<file path="config.mk">
export PLATFORM = sky130hd
export DESIGN_NAME = boot_remap_bus_decode
export DESIGN_NICKNAME = d
export VERILOG_FILES = /design/src/core/boot_remap_pkg.sv /design/src/core/bank_cfg_mem.sv /design/src/core/boot_remap_bus_decode.sv
export VERILOG_INCLUDE_DIRS = /design/src /design/src/core
export SDC_FILE = /design/constraint.sdc
export NUM_CORES = 1
export LEC_CHECK = 0
export ABC_AREA = 1
export BUFFER_PORTS_ARGS = -buffer_cell sky130_fd_sc_hd__buf_2
export CORE_AREA = 2 2 195 197
export DETAILED_ROUTE_END_ITERATION = 7
export DIE_AREA = 0 0 197 199
export SLEW_MARGIN = 20
export SYNTH_ARGS = -nofsm -noshare
export SYNTH_HDL_FRONTEND = slang
export SYNTH_HIERARCHICAL = 1
export SYNTH_SLANG_ARGS = --single-unit
</file>
<file path="constraint.sdc">
create_clock -name core_clk -period 2 [get_ports core_clk]
set_input_delay 0 -clock core_clk [delete_from_list [all_inputs] [get_ports core_clk]]
set_output_delay 0 -clock core_clk [all_outputs]
set_load 0.02 [all_outputs]
</file>
<file path="src/core/boot_remap_map.svh">
`ifndef BOOT_REMAP_MAP_SVH
`define BOOT_REMAP_MAP_SVH
`define VEC_TABLE_END 32'h0000_0020
`define EXT_SPACE_LO 32'h0040_0000
`define EXT_SPACE_HI 32'hFFC0_0000
`define INT_SRAM_BYTES 32'h0004_0000
`define PERIPH_WIN_SHIFT 14
`define IRQCTL_WIN_BASE 32'hFFFF_F000
`define BOOT_SAMPLE_CLKS 4'hA
`define REMAP_BIT_POS 0
`define CFG_RESET 32'h0000_0000
`define REG_WORD_MASK 32'hFFFF_FFFC
`endif

</file>
<file path="src/core/boot_remap_pkg.sv">
package boot_remap_pkg;
  typedef enum logic [1:0] {
    REGION_INTERNAL = 2'b00,
    REGION_EXTERNAL = 2'b01,
    REGION_PERIPH = 2'b10
  } region_t;
  typedef enum logic [1:0] {
    SIZE_BYTE = 2'b00,
    SIZE_HALF = 2'b01,
    SIZE_WORD = 2'b10
  } access_size_t;
  typedef enum logic [1:0] {
    LAYOUT_8X1M = 2'b00,
    LAYOUT_8X4M = 2'b01,
    LAYOUT_4X8M = 2'b10,
    LAYOUT_4X16M = 2'b11
  } bank_layout_t;
endpackage : boot_remap_pkg

</file>
<file path="src/core/bank_cfg_mem.sv">
`timescale 1ns/1ns
// Per-bank configuration store: wait states, float cycles, width, mode.
module bank_cfg_mem (
  input wire logic core_clk, // System clock.
  input wire logic rst, // Synchronous reset.
  input wire logic wr_en, // Write strobe.
  input wire logic [2:0] wr_bank, // Bank written.
  input wire logic [9:0] wr_data, // Configuration word.
  input wire logic [2:0] rd_bank, // Bank read.
  output logic [9:0] rd_data // Registered configuration word.
);
  logic [9:0] mem_reg [8];
  logic [9:0] mem_next [8];
  logic [9:0] rd_data_next;

  always_comb begin
    for (int i = 0; i < 8; i++) begin
      mem_next[i] = mem_reg[i];
    end
    if (wr_en) begin
      mem_next[wr_bank] = wr_data;
    end
    rd_data_next = mem_reg[rd_bank];
  end

  always_ff @(posedge core_clk) begin
    if (rst) begin
      for (int i = 0; i < 8; i++) begin
        mem_reg[i] <= 10'h000;
      end
      rd_data <= 10'h000;
    end else begin
      mem_reg <= mem_next;
      rd_data <= rd_data_next;
    end
  end
endmodule : bank_cfg_mem

</file>
<file path="src/core/boot_remap_bus_decode.sv">
`timescale 1ns/1ns
`include "boot_remap_map.svh"
module boot_remap_bus_decode
  import boot_remap_pkg::*;
(
  input wire logic core_clk, // System clock.
  input wire logic rst, // Internal reset, synchronous.
  input wire logic ext_reset_pin_n, // External reset pin.
  input wire logic boot_width_select, // Boot width strap pin.
  input wire logic acc_valid, // Core access request.
  input wire logic acc_write, // Write access.
  input wire logic [1:0] acc_size, // Byte, half or word.
  input wire logic [31:0] acc_addr, // Core address.
  input wire logic [31:0] acc_wdata, // Core write data.
  input wire logic remap_wr, // Write to remap control register.
  input wire logic [1:0] layout_cfg, // Bank layout.
  input wire logic cfg_wr, // Bank configuration write.
  input wire logic [2:0] cfg_bank, // Bank written.
  input wire logic [9:0] cfg_data, // Wait, float, width, mode, early.
  input wire logic [31:0] cmd_wr_data, // Command register write.
  input wire logic cmd_wr, // Command register strobe.
  input wire logic [31:0] mode_wdata, // Configuration register data.
  input wire logic mode_wr, // Configuration register strobe.
  input wire logic [31:0] stat_set, // Status set register write.
  input wire logic [31:0] stat_clr, // Status clear register write.
  input wire logic [31:0] stat_hw_set, // Peripheral status events.
  input wire logic [31:0] mask_set, // Mask set register write.
  input wire logic [31:0] mask_clr, // Mask clear register write.
  output logic remap_done, // Remap in force.
  output logic boot_8bit, // Sampled boot width is 8 bits.
  output logic [1:0] region, // Decoded region.
  output logic sram_sel, // Internal SRAM selected.
  output logic boot_sel, // Boot device selected.
  output logic [7:0] chip_select_zero_n, // External selects, low active.
  output logic ext_sel, // External bus unit selected.
  output logic periph_sel, // Peripheral bus selected.
  output logic irqctl_sel, // Interrupt controller window.
  output logic [3:0] periph_idx, // Peripheral window index.
  output logic [31:0] out_addr, // Routed address.
  output logic abort, // Abort to core.
  output logic [3:0] wait_cnt, // Wait states of selected bank.
  output logic [2:0] float_cnt, // Float cycles of selected bank.
  output logic bus16, // Selected bank is 16 bits wide.
  output logic byte_write_mode, // Two 8-bit devices paired.
  output logic early_read, // Early read enabled.
  output logic [31:0] cmd_pulse, // Command pulses.
  output logic [31:0] mode_rdata, // Configuration register.
  output logic [31:0] status_rdata, // Status register.
  output logic [31:0] mask_rdata, // Mask register.
  output logic irq_source // Interrupt source.
);
  logic rstn_s1_reg, rstn_s2_reg, bws_s1_reg, bws_s2_reg;
  logic remap_reg, remap_next, boot8_reg, boot8_next;
  logic [3:0] hi_seen_reg, hi_seen_next;
  logic [1:0] region_next;
  logic sram_next, boot_next, ext_next, periph_next, irqctl_next, abort_next;
  logic [7:0] cs_next;
  logic [3:0] pidx_next;
  logic [31:0] addr_next;
  logic [31:0] cmd_next, mode_next, status_next, mask_next;
  logic irq_next;
  logic [9:0] bank_rd;
  logic [2:0] bank_idx;
  logic any_rst;

  assign any_rst = rst | ~rstn_s2_reg;

  function automatic logic [2:0] bank_of(input logic [31:0] a,
                                         input logic [1:0] lay);
    logic [2:0] b;
    logic [31:0] o;
    b = 3'h0;
    // Banks count up from the bottom of the external space.
    o = a - `EXT_SPACE_LO;
    unique case (lay)
      2'b00: b = o[22:20];
      2'b01: b = o[24:22];
      2'b10: b = {1'b0, o[24:23]};
      2'b11: b = {1'b0, o[25:24]};
    endcase
    return b;
  endfunction : bank_of

  function automatic logic bank_defined(input logic [31:0] a,
                                        input logic [1:0] lay);
    logic ok;
    logic [31:0] o;
    ok = 1'b0;
    o = a - `EXT_SPACE_LO;
    unique case (lay)
      2'b00: ok = (o[31:23] == 9'h000);
      2'b01: ok = (o[31:25] == 7'h00);
      2'b10: ok = (o[31:25] == 7'h00);
      2'b11: ok = (o[31:26] == 6'h00);
    endcase
    return ok;
  endfunction : bank_defined

  bank_cfg_mem u_cfg (
    .core_clk(core_clk),
    .rst(rst),
    .wr_en(cfg_wr),
    .wr_bank(cfg_bank),
    .wr_data(cfg_data),
    .rd_bank(bank_idx),
    .rd_data(bank_rd)
  );

  always_ff @(posedge core_clk) begin
    rstn_s1_reg <= ext_reset_pin_n;
    rstn_s2_reg <= rstn_s1_reg;
    bws_s1_reg <= boot_width_select;
    bws_s2_reg <= bws_s1_reg;
  end

  // Strap sampling: 8-bit boot only if high for the last ten clocks.
  always_comb begin
    hi_seen_next = hi_seen_reg;
    boot8_next = boot8_reg;
    remap_next = remap_reg;
    if (!rstn_s2_reg) begin
      if (!bws_s2_reg) begin
        hi_seen_next = 4'h0;
      end else if (hi_seen_reg != `BOOT_SAMPLE_CLKS) begin
        hi_seen_next = hi_seen_reg + 4'h1;
      end
      boot8_next = (hi_seen_next == `BOOT_SAMPLE_CLKS);
      remap_next = 1'b0;
    end else begin
      // A fresh count starts with every pin reset.
      hi_seen_next = 4'h0;
      if (rst) begin
        remap_next = 1'b0;
      end else if (remap_wr && acc_wdata[`REMAP_BIT_POS]) begin
        remap_next = 1'b1;
      end
    end
  end

  always_ff @(posedge core_clk) begin
    hi_seen_reg <= hi_seen_next;
    boot8_reg <= boot8_next;
    remap_reg <= remap_next;
  end

  // Address decode and routing.
  always_comb begin
    bank_idx = bank_of(acc_addr, layout_cfg);
    region_next = REGION_INTERNAL;
    sram_next = 1'b0;
    boot_next = 1'b0;
    ext_next = 1'b0;
    periph_next = 1'b0;
    irqctl_next = 1'b0;
    abort_next = 1'b0;
    cs_next = 8'hFF;
    pidx_next = 4'h0;
    addr_next = acc_addr;
    if (acc_valid) begin
      if (acc_addr < `EXT_SPACE_LO) begin
        region_next = REGION_INTERNAL;
        if (remap_reg) begin
          sram_next = 1'b1;
        end else begin
          boot_next = 1'b1;
          cs_next = 8'hFE;
        end
      end else if (acc_addr < `EXT_SPACE_HI) begin
        region_next = REGION_EXTERNAL;
        ext_next = 1'b1;
        // Selects above zero exist only after remap.
        if (!bank_defined(acc_addr, layout_cfg) ||
            (!remap_reg && bank_idx != 3'h0)) begin
          abort_next = 1'b1;
        end else begin
          cs_next = ~(8'h01 << bank_idx);
        end
      end else begin
        region_next = REGION_PERIPH;
        periph_next = 1'b1;
        addr_next = acc_addr & `REG_WORD_MASK;
        irqctl_next = (acc_addr >= `IRQCTL_WIN_BASE);
        pidx_next = acc_addr[`PERIPH_WIN_SHIFT +: 4];
      end
    end
  end

  always_ff @(posedge core_clk) begin
    if (rst) begin
      region <= 2'b00;
      sram_sel <= 1'b0;
      boot_sel <= 1'b0;
      ext_sel <= 1'b0;
      periph_sel <= 1'b0;
      irqctl_sel <= 1'b0;
      abort <= 1'b0;
      chip_select_zero_n <= 8'hFF;
      periph_idx <= 4'h0;
      out_addr <= 32'h0000_0000;
    end else begin
      region <= region_next;
      sram_sel <= sram_next;
      boot_sel <= boot_next;
      ext_sel <= ext_next;
      periph_sel <= periph_next;
      irqctl_sel <= irqctl_next;
      abort <= abort_next;
      chip_select_zero_n <= cs_next;
      periph_idx <= pidx_next;
      out_addr <= addr_next;
    end
  end

  // Bank timing comes out of the store one cycle after the decode.
  always_ff @(posedge core_clk) begin
    if (rst) begin
      wait_cnt <= 4'h0;
      float_cnt <= 3'h0;
      bus16 <= 1'b0;
      byte_write_mode <= 1'b0;
      early_read <= 1'b0;
    end else begin
      wait_cnt <= bank_rd[3:0];
      float_cnt <= bank_rd[6:4];
      bus16 <= (!remap_reg && !boot8_reg) | bank_rd[7];
      byte_write_mode <= bank_rd[8];
      early_read <= bank_rd[9];
    end
  end

  // Common peripheral register set.
  always_comb begin
    cmd_next = cmd_wr ? cmd_wr_data : 32'h0000_0000;
    mode_next = mode_wr ? mode_wdata : mode_rdata;
    // Hardware and set writes win over a clear in the same cycle.
    status_next = (status_rdata & ~stat_clr) | stat_set | stat_hw_set;
    mask_next = (mask_rdata & ~mask_clr) | mask_set;
    irq_next = |(status_next & mask_next);
  end

  always_ff @(posedge core_clk) begin
    if (any_rst) begin
      cmd_pulse <= 32'h0000_0000;
      mode_rdata <= `CFG_RESET;
      status_rdata <= 32'h0000_0000;
      mask_rdata <= 32'h0000_0000;
      irq_source <= 1'b0;
    end else begin
      cmd_pulse <= cmd_next;
      mode_rdata <= mode_next;
      status_rdata <= status_next;
      mask_rdata <= mask_next;
      irq_source <= irq_next;
    end
  end

  always_ff @(posedge core_clk) begin
    if (rst) begin
      remap_done <= 1'b0;
      boot_8bit <= 1'b0;
    end else begin
      remap_done <= remap_reg;
      boot_8bit <= boot8_reg;
    end
  end

  chk_remap_sticks: assert property (
    @(posedge core_clk) disable iff (rst)
    remap_reg && rstn_s2_reg |=> remap_reg)
    else $error("remap dropped without reset");
  chk_remap_sets: assert property (
    @(posedge core_clk) disable iff (rst)
    remap_wr && acc_wdata[0] && rstn_s2_reg |=> remap_reg)
    else $error("remap command ignored");
  chk_no_int_abort: assert property (
    @(posedge core_clk) disable iff (rst)
    acc_valid && (acc_addr < 32'h0040_0000 || acc_addr >= 32'hFFC0_0000)
    |=> !abort)
    else $error("abort on internal access");
  chk_ext_route: assert property (
    @(posedge core_clk) disable iff (rst)
    acc_valid && acc_addr >= 32'h0040_0000 && acc_addr < 32'hFFC0_0000
    |=> ext_sel && region == 2'b01)
    else $error("external access not routed");
  chk_undef_abort: assert property (
    @(posedge core_clk) disable iff (rst)
    acc_valid && acc_addr >= 32'h0440_0000 && acc_addr < 32'hFFC0_0000
    |=> abort)
    else $error("undefined external address without abort");
  chk_word_mask: assert property (
    @(posedge core_clk) disable iff (rst)
    acc_valid && acc_addr >= 32'hFFC0_0000 |=> out_addr[1:0] == 2'b00)
    else $error("peripheral address not word aligned");
  chk_irq_and_or: assert property (
    @(posedge core_clk) disable iff (any_rst)
    irq_source == |(status_rdata & mask_rdata))
    else $error("interrupt source mismatch");
  chk_sram_zero: assert property (
    @(posedge core_clk) disable iff (rst)
    acc_valid && acc_addr < 32'h0000_0020 && remap_reg
    |=> sram_sel && !boot_sel)
    else $error("sram not at zero after remap");
  chk_boot_zero: assert property (
    @(posedge core_clk) disable iff (rst)
    acc_valid && acc_addr < 32'h0040_0000 && !remap_reg
    |=> boot_sel && chip_select_zero_n == 8'hFE)
    else $error("boot device not at zero before remap");
  chk_cmd_pulse: assert property (
    @(posedge core_clk) disable iff (any_rst)
    !cmd_wr |=> cmd_pulse == 32'h0000_0000)
    else $error("command pulse without write");
endmodule : boot_remap_bus_decode

</file>
==> results.md <==
Synth:
- Counting flops with a built-in enable in the synthesized netlist gives 1.
- The number of nets in the synthesized netlist is ~1,900.
- In the post-synthesis netlist, the cell with the most instances is inv_1.
- The number of instances in the synthesized netlist is between 1,500 and 2,000.
- During synthesis, Yosys emitted a total of 6 warnings.
- The cell area that synthesis handed to floorplanning was 0.0116 sq mm.
- Sorting the synthesized cells by area gives the leading types as dfxtp_1 50%, inv_1 11%, nand2_1 9.0%.
- For this run, asynchronously set or reset flops after synthesis account for 0%.
- In the synthesized netlist, the cells that appear most often are 338 x inv_1, 290 x dfxtp_1, 278 x nand2_1.
- The share of the yosys chip area belonging to registers is about half.
- The total of flip-flops plus latches after synthesis is ~290.
- The area fraction of the dominant cell type after synthesis is between 50% and 60%.
- The mean cell area of the mapped netlist is roughly 7.5 sq um.
- The cell accounting for the most synthesized area is dfxtp_1.
- The post-synthesis cell type count is 37.
- The most frequently used flop master after synthesis is dfxtp_1.

Worst setup path:
- The kind of critical path is reg -> reg.
- In this run the critical register-to-register path is launched from rstn_s2_reg$_DFF_P_.
- The cell depth of the worst flop-to-flop path is 6.
- The worst setup path is captured at a flop.
- The worst setup path is launched from a flop.
- Of all nets on the critical path, the largest fanout is 98.
- In this run the register-to-register setup slack is 50 ps.
- At the worst endpoint, the required time is 2470 ps.
- The reg-to-reg endpoint is mode_rdata[13]$_SDFFE_PP0P_.
- Data on the critical path arrives at its endpoint at 2420 ps.

Worst hold path:
- For hold timing, the worst endpoint is irq_source$_SDFF_PP0_.
- The start point of the worst min-delay path is stat_set[18].
- The worst hold path was traced through 7 stages.
- The path category of the worst min-delay check is in -> reg.

STA:
- Setup repair after global routing left no endpoint under its margin.
- Adding up every negative setup slack in the final design gives 0 ps.
- Dividing the final minimum period by the clock period gives a little over nine tenths.
- The slew at the pin with the worst max-slew slack is 849 ps.
- The number of max-slew violations in the final report was 0.
- The number of hold-slack violations in the final timing report came to 0.
- Setup violations remaining at the end of the flow were counted as 0.
- The clock period minus final worst setup slack is 1950 ps.
- The maximum clock frequency is 512 MHz.
- The worst pin sits at a relative slew slack of 43.4%.
- The setup clock skew after layout is 21.4 ps.

Layout:
- Counting the fill cells in the layout gives 3,352.
- In the final design database the tool counted between 2,000 and 3,000 nets.
- After routing the design area is 0.0188 sq mm.
- The register with the most flip-flops in the layout has 80 of them.
- The area growth from synthesis to layout is 62.9%.
- Of the cells placed in the final design, the portion with a size suffix greater than 1 is 24.5%.

Drt:
- In the final routed layout, each cell accounts on average for 17.6 um.
- In this run, the number of DRC markers left after iteration 0 of detailed routing was 769.
- Wires add up to 50.0 mm.
- The routed layout has 13,100 vias.
- The first TritonRoute pass finished after 5 iterations.
- Dividing the detail-routed via count by the number of cells gives around 4.6.
- The count of unresolved DRC violations after routing is 0.
- The final antenna-violating net count is 0.

Power:
- The clock network fraction of total power is 44.6%.
- Of the total power, combinational logic draws 15.6%.
- For this design the ratio of total power to cell area is a little over 800 mW/mm^2.
- The peak ir drop on the vdd network is about 0.00057 V.
- Net switching is between 20% and 30% of the power.
- Sequential cells account for 39.8% of the total power.
- In this run the static leakage power is 9.94 nW.
- The internal power is 11.4 mW.
- For this design the total switching power over the nets is 4.05 mW.

Clock network:
- The tree built by TritonCTS fans out to ~290 sinks.
- The number of buffers added by the clock tree synthesis step is 35.
- TritonCTS built the clock tree.
- The H-tree was split into 2 levels.
- Clock-pin slew was measured on the worst setup and hold paths at 60 ps.
- The buffer levels on the longest clock path is 3.
- The library cell used as clock root buffer is clkbuf_16.
- The source-to-sink clock delay at the later pin of the worst-skew pair is around 540 ps.

Placement:
- Summed over all nets, the half-perimeter wirelength after detailed placement is around 32 mm.
- The count of buffers added on input and output ports is 473.
- Summing all placed instances gives a cell area of around 0.014 sq mm.
- The congestion estimate from routability-driven global placement came to 0.827.

Floorplan:
- Measured along the x axis, the die boundary spans 197 um.
- The number of ports placed on the die boundary is 508.
- Measured along the y axis, the die boundary spans around 200 um.
- After floorplanning, the core was divided into 71 placement rows.
- The initial standard-cell utilization of the core is 31.2%.
- The die covers slightly below 0.04 sq mm.
- After floorplanning, the core was sized to cover 0.0371 sq mm.

Job:
- Max-cap violations in this run came to 0.

Global route:
- The total overflow left after global routing is 0.
- The initial antenna violation count was 8.
- The overall track demand over capacity in global routing is 24.4%.
- Entering global routing, the biggest net connects 99 pins.
- The first global-routing pass estimated 72.4 mm of wire.
- The via count of the first global-routing pass is 12,700.

Outcome:
- The run finished with clean final reports.
[stage by stage]
stage / utilization, % / setup slack, ps / hold slack, ps / total power [mW] / std cells
2_1_floorplan: - / 521 / 27.7 / 7.34 / 1550
3_3_place_gp: 38.5 / 151 / 105 / 8.10 / 2444
3_5_place_dp: 38.5 / 106 / 109 / 8.13 / 2444
4_1_cts: 50.7 / 112 / 0.123 / 15.5 / 2834
5_1_grt: 50.7 / 6.11 / 42.6 / 16.1 / 2837
6_report: 50.7 / 46.2 / 34.3 / 15.5 / 2841
[repair_timing]
| action | CTS | global route |
|---|---|---|
| setup buffers | 0 | 0 |
| hold buffers | 328 | 0 |
| endpoints found under the hold margin | 262 | 0 |
| gates resized for setup | 0 | 7 |
| endpoints found under the setup margin | 0 | 33 |
[power by group through the flow]
stage / clock network [mW] / logic [mW] / registers, mW
6_report: 6.90 / 2.41 / 6.15
5_1_grt: 7.29 / 2.63 / 6.17
4_1_cts: 7.02 / 2.35 / 6.15
3_5_place_dp: 0 / 1.86 / 6.27
3_3_place_gp: 0 / 1.84 / 6.27
2_1_floorplan: 0 / 0.888 / 6.45
[routing by layer]
| metal | wire length, um | part of all wire [%] | GRT usage, % |
|---|---|---|---|
| met1 | 19600 | 39 | 28.4 |
| met2 | 23000 | 46 | 39.0 |
| met3 | 4940 | 9.9 | 9.41 |
| met4 | 2410 | 4.8 | 12.3 |
| met5 | 53 | 0.11 | 0 |
[worst max-delay path by stage]
stage,from,endpoint,slack (ps),cells after the start
after global routing,acc_addr[22],u_cfg/rd_data[2]$_SDFF_PP0_,6,18
after CTS,rstn_s2_reg$_DFF_P_,status_rdata[14]$_SDFF_PP0_,110,6
after floorplan,acc_addr[22],u_cfg/rd_data[0]$_SDFF_PP0_,520,16
final,rstn_s2_reg$_DFF_P_,mode_rdata[13]$_SDFFE_PP0P_,50,6
after global placement,acc_addr[22],u_cfg/rd_data[3]$_SDFF_PP0_,150,17
after detailed placement,acc_addr[22],u_cfg/rd_data[2]$_SDFF_PP0_,110,17
[final cells by class]
| cell class | count | area (sq um) | area share (%) |
|---|---|---|---|
| inverters | 345 | 1300 | 6.92 |
| diodes | 8 | 20.0 | 0.106 |
| multi-input cells | 847 | 4040 | 21.4 |
| well taps | 474 | 593 | 3.15 |
| clock buffers | 49 | 1000 | 5.31 |
| clock inverters | 13 | 241 | 1.28 |
| flip-flops and latches | 291 | 5840 | 31.0 |
| repair buffers | 814 | 5810 | 30.8 |
[critical path: stages, from the launching register on]
cell and delay (ps):
dfxtp_1 420, inv_1 100, nor2_2 130, clkinv_2 80, buf_12 200, a21oi_1 270
dlygate4sd3_1 590
[kinds of logic (layout without fill, tap and decap cells)]
kind of cell,Yosys count,in the layout,share of synthesized area [%]
simple gates,568,568,20.7
buf+inv,412,1221,14.7
flops,291,291,50.4
compound gates,268,268,13.0
fa+ha+maj,8,8,0.865
xor+xnor,3,3,0.227
other cells,0,8,0
[cell usage in the layout, fill, tap and decap left out, types with 6 or more instances in the layout]
| cell type | instances |
|---|---|
| a21o_1 | 32 |
| inv_1 | 336 |
| nor2_1 | 153 |
| nor3_1 | 9 |
| o21ai_1 | 61 |
| buf_2 | 473 |
| a21oi_1 | 115 |
| bufinv_16 | 6 |
| clkbuf_1 | 8 |
| clkbuf_16 | 36 |
| nand4_1 | 11 |
| nand3_1 | 93 |
| a31oi_1 | 32 |
| nand2_2 | 10 |
| nand2_1 | 278 |
| o21ai_0 | 20 |
| ha_1 | 8 |
| inv_2 | 6 |
| dfxtp_1 | 290 |
| dlygate4sd3_1 | 327 |
| buf_4 | 8 |
| diode_2 | 8 |
No activity file was read; power rests on OpenSTA's default activity.
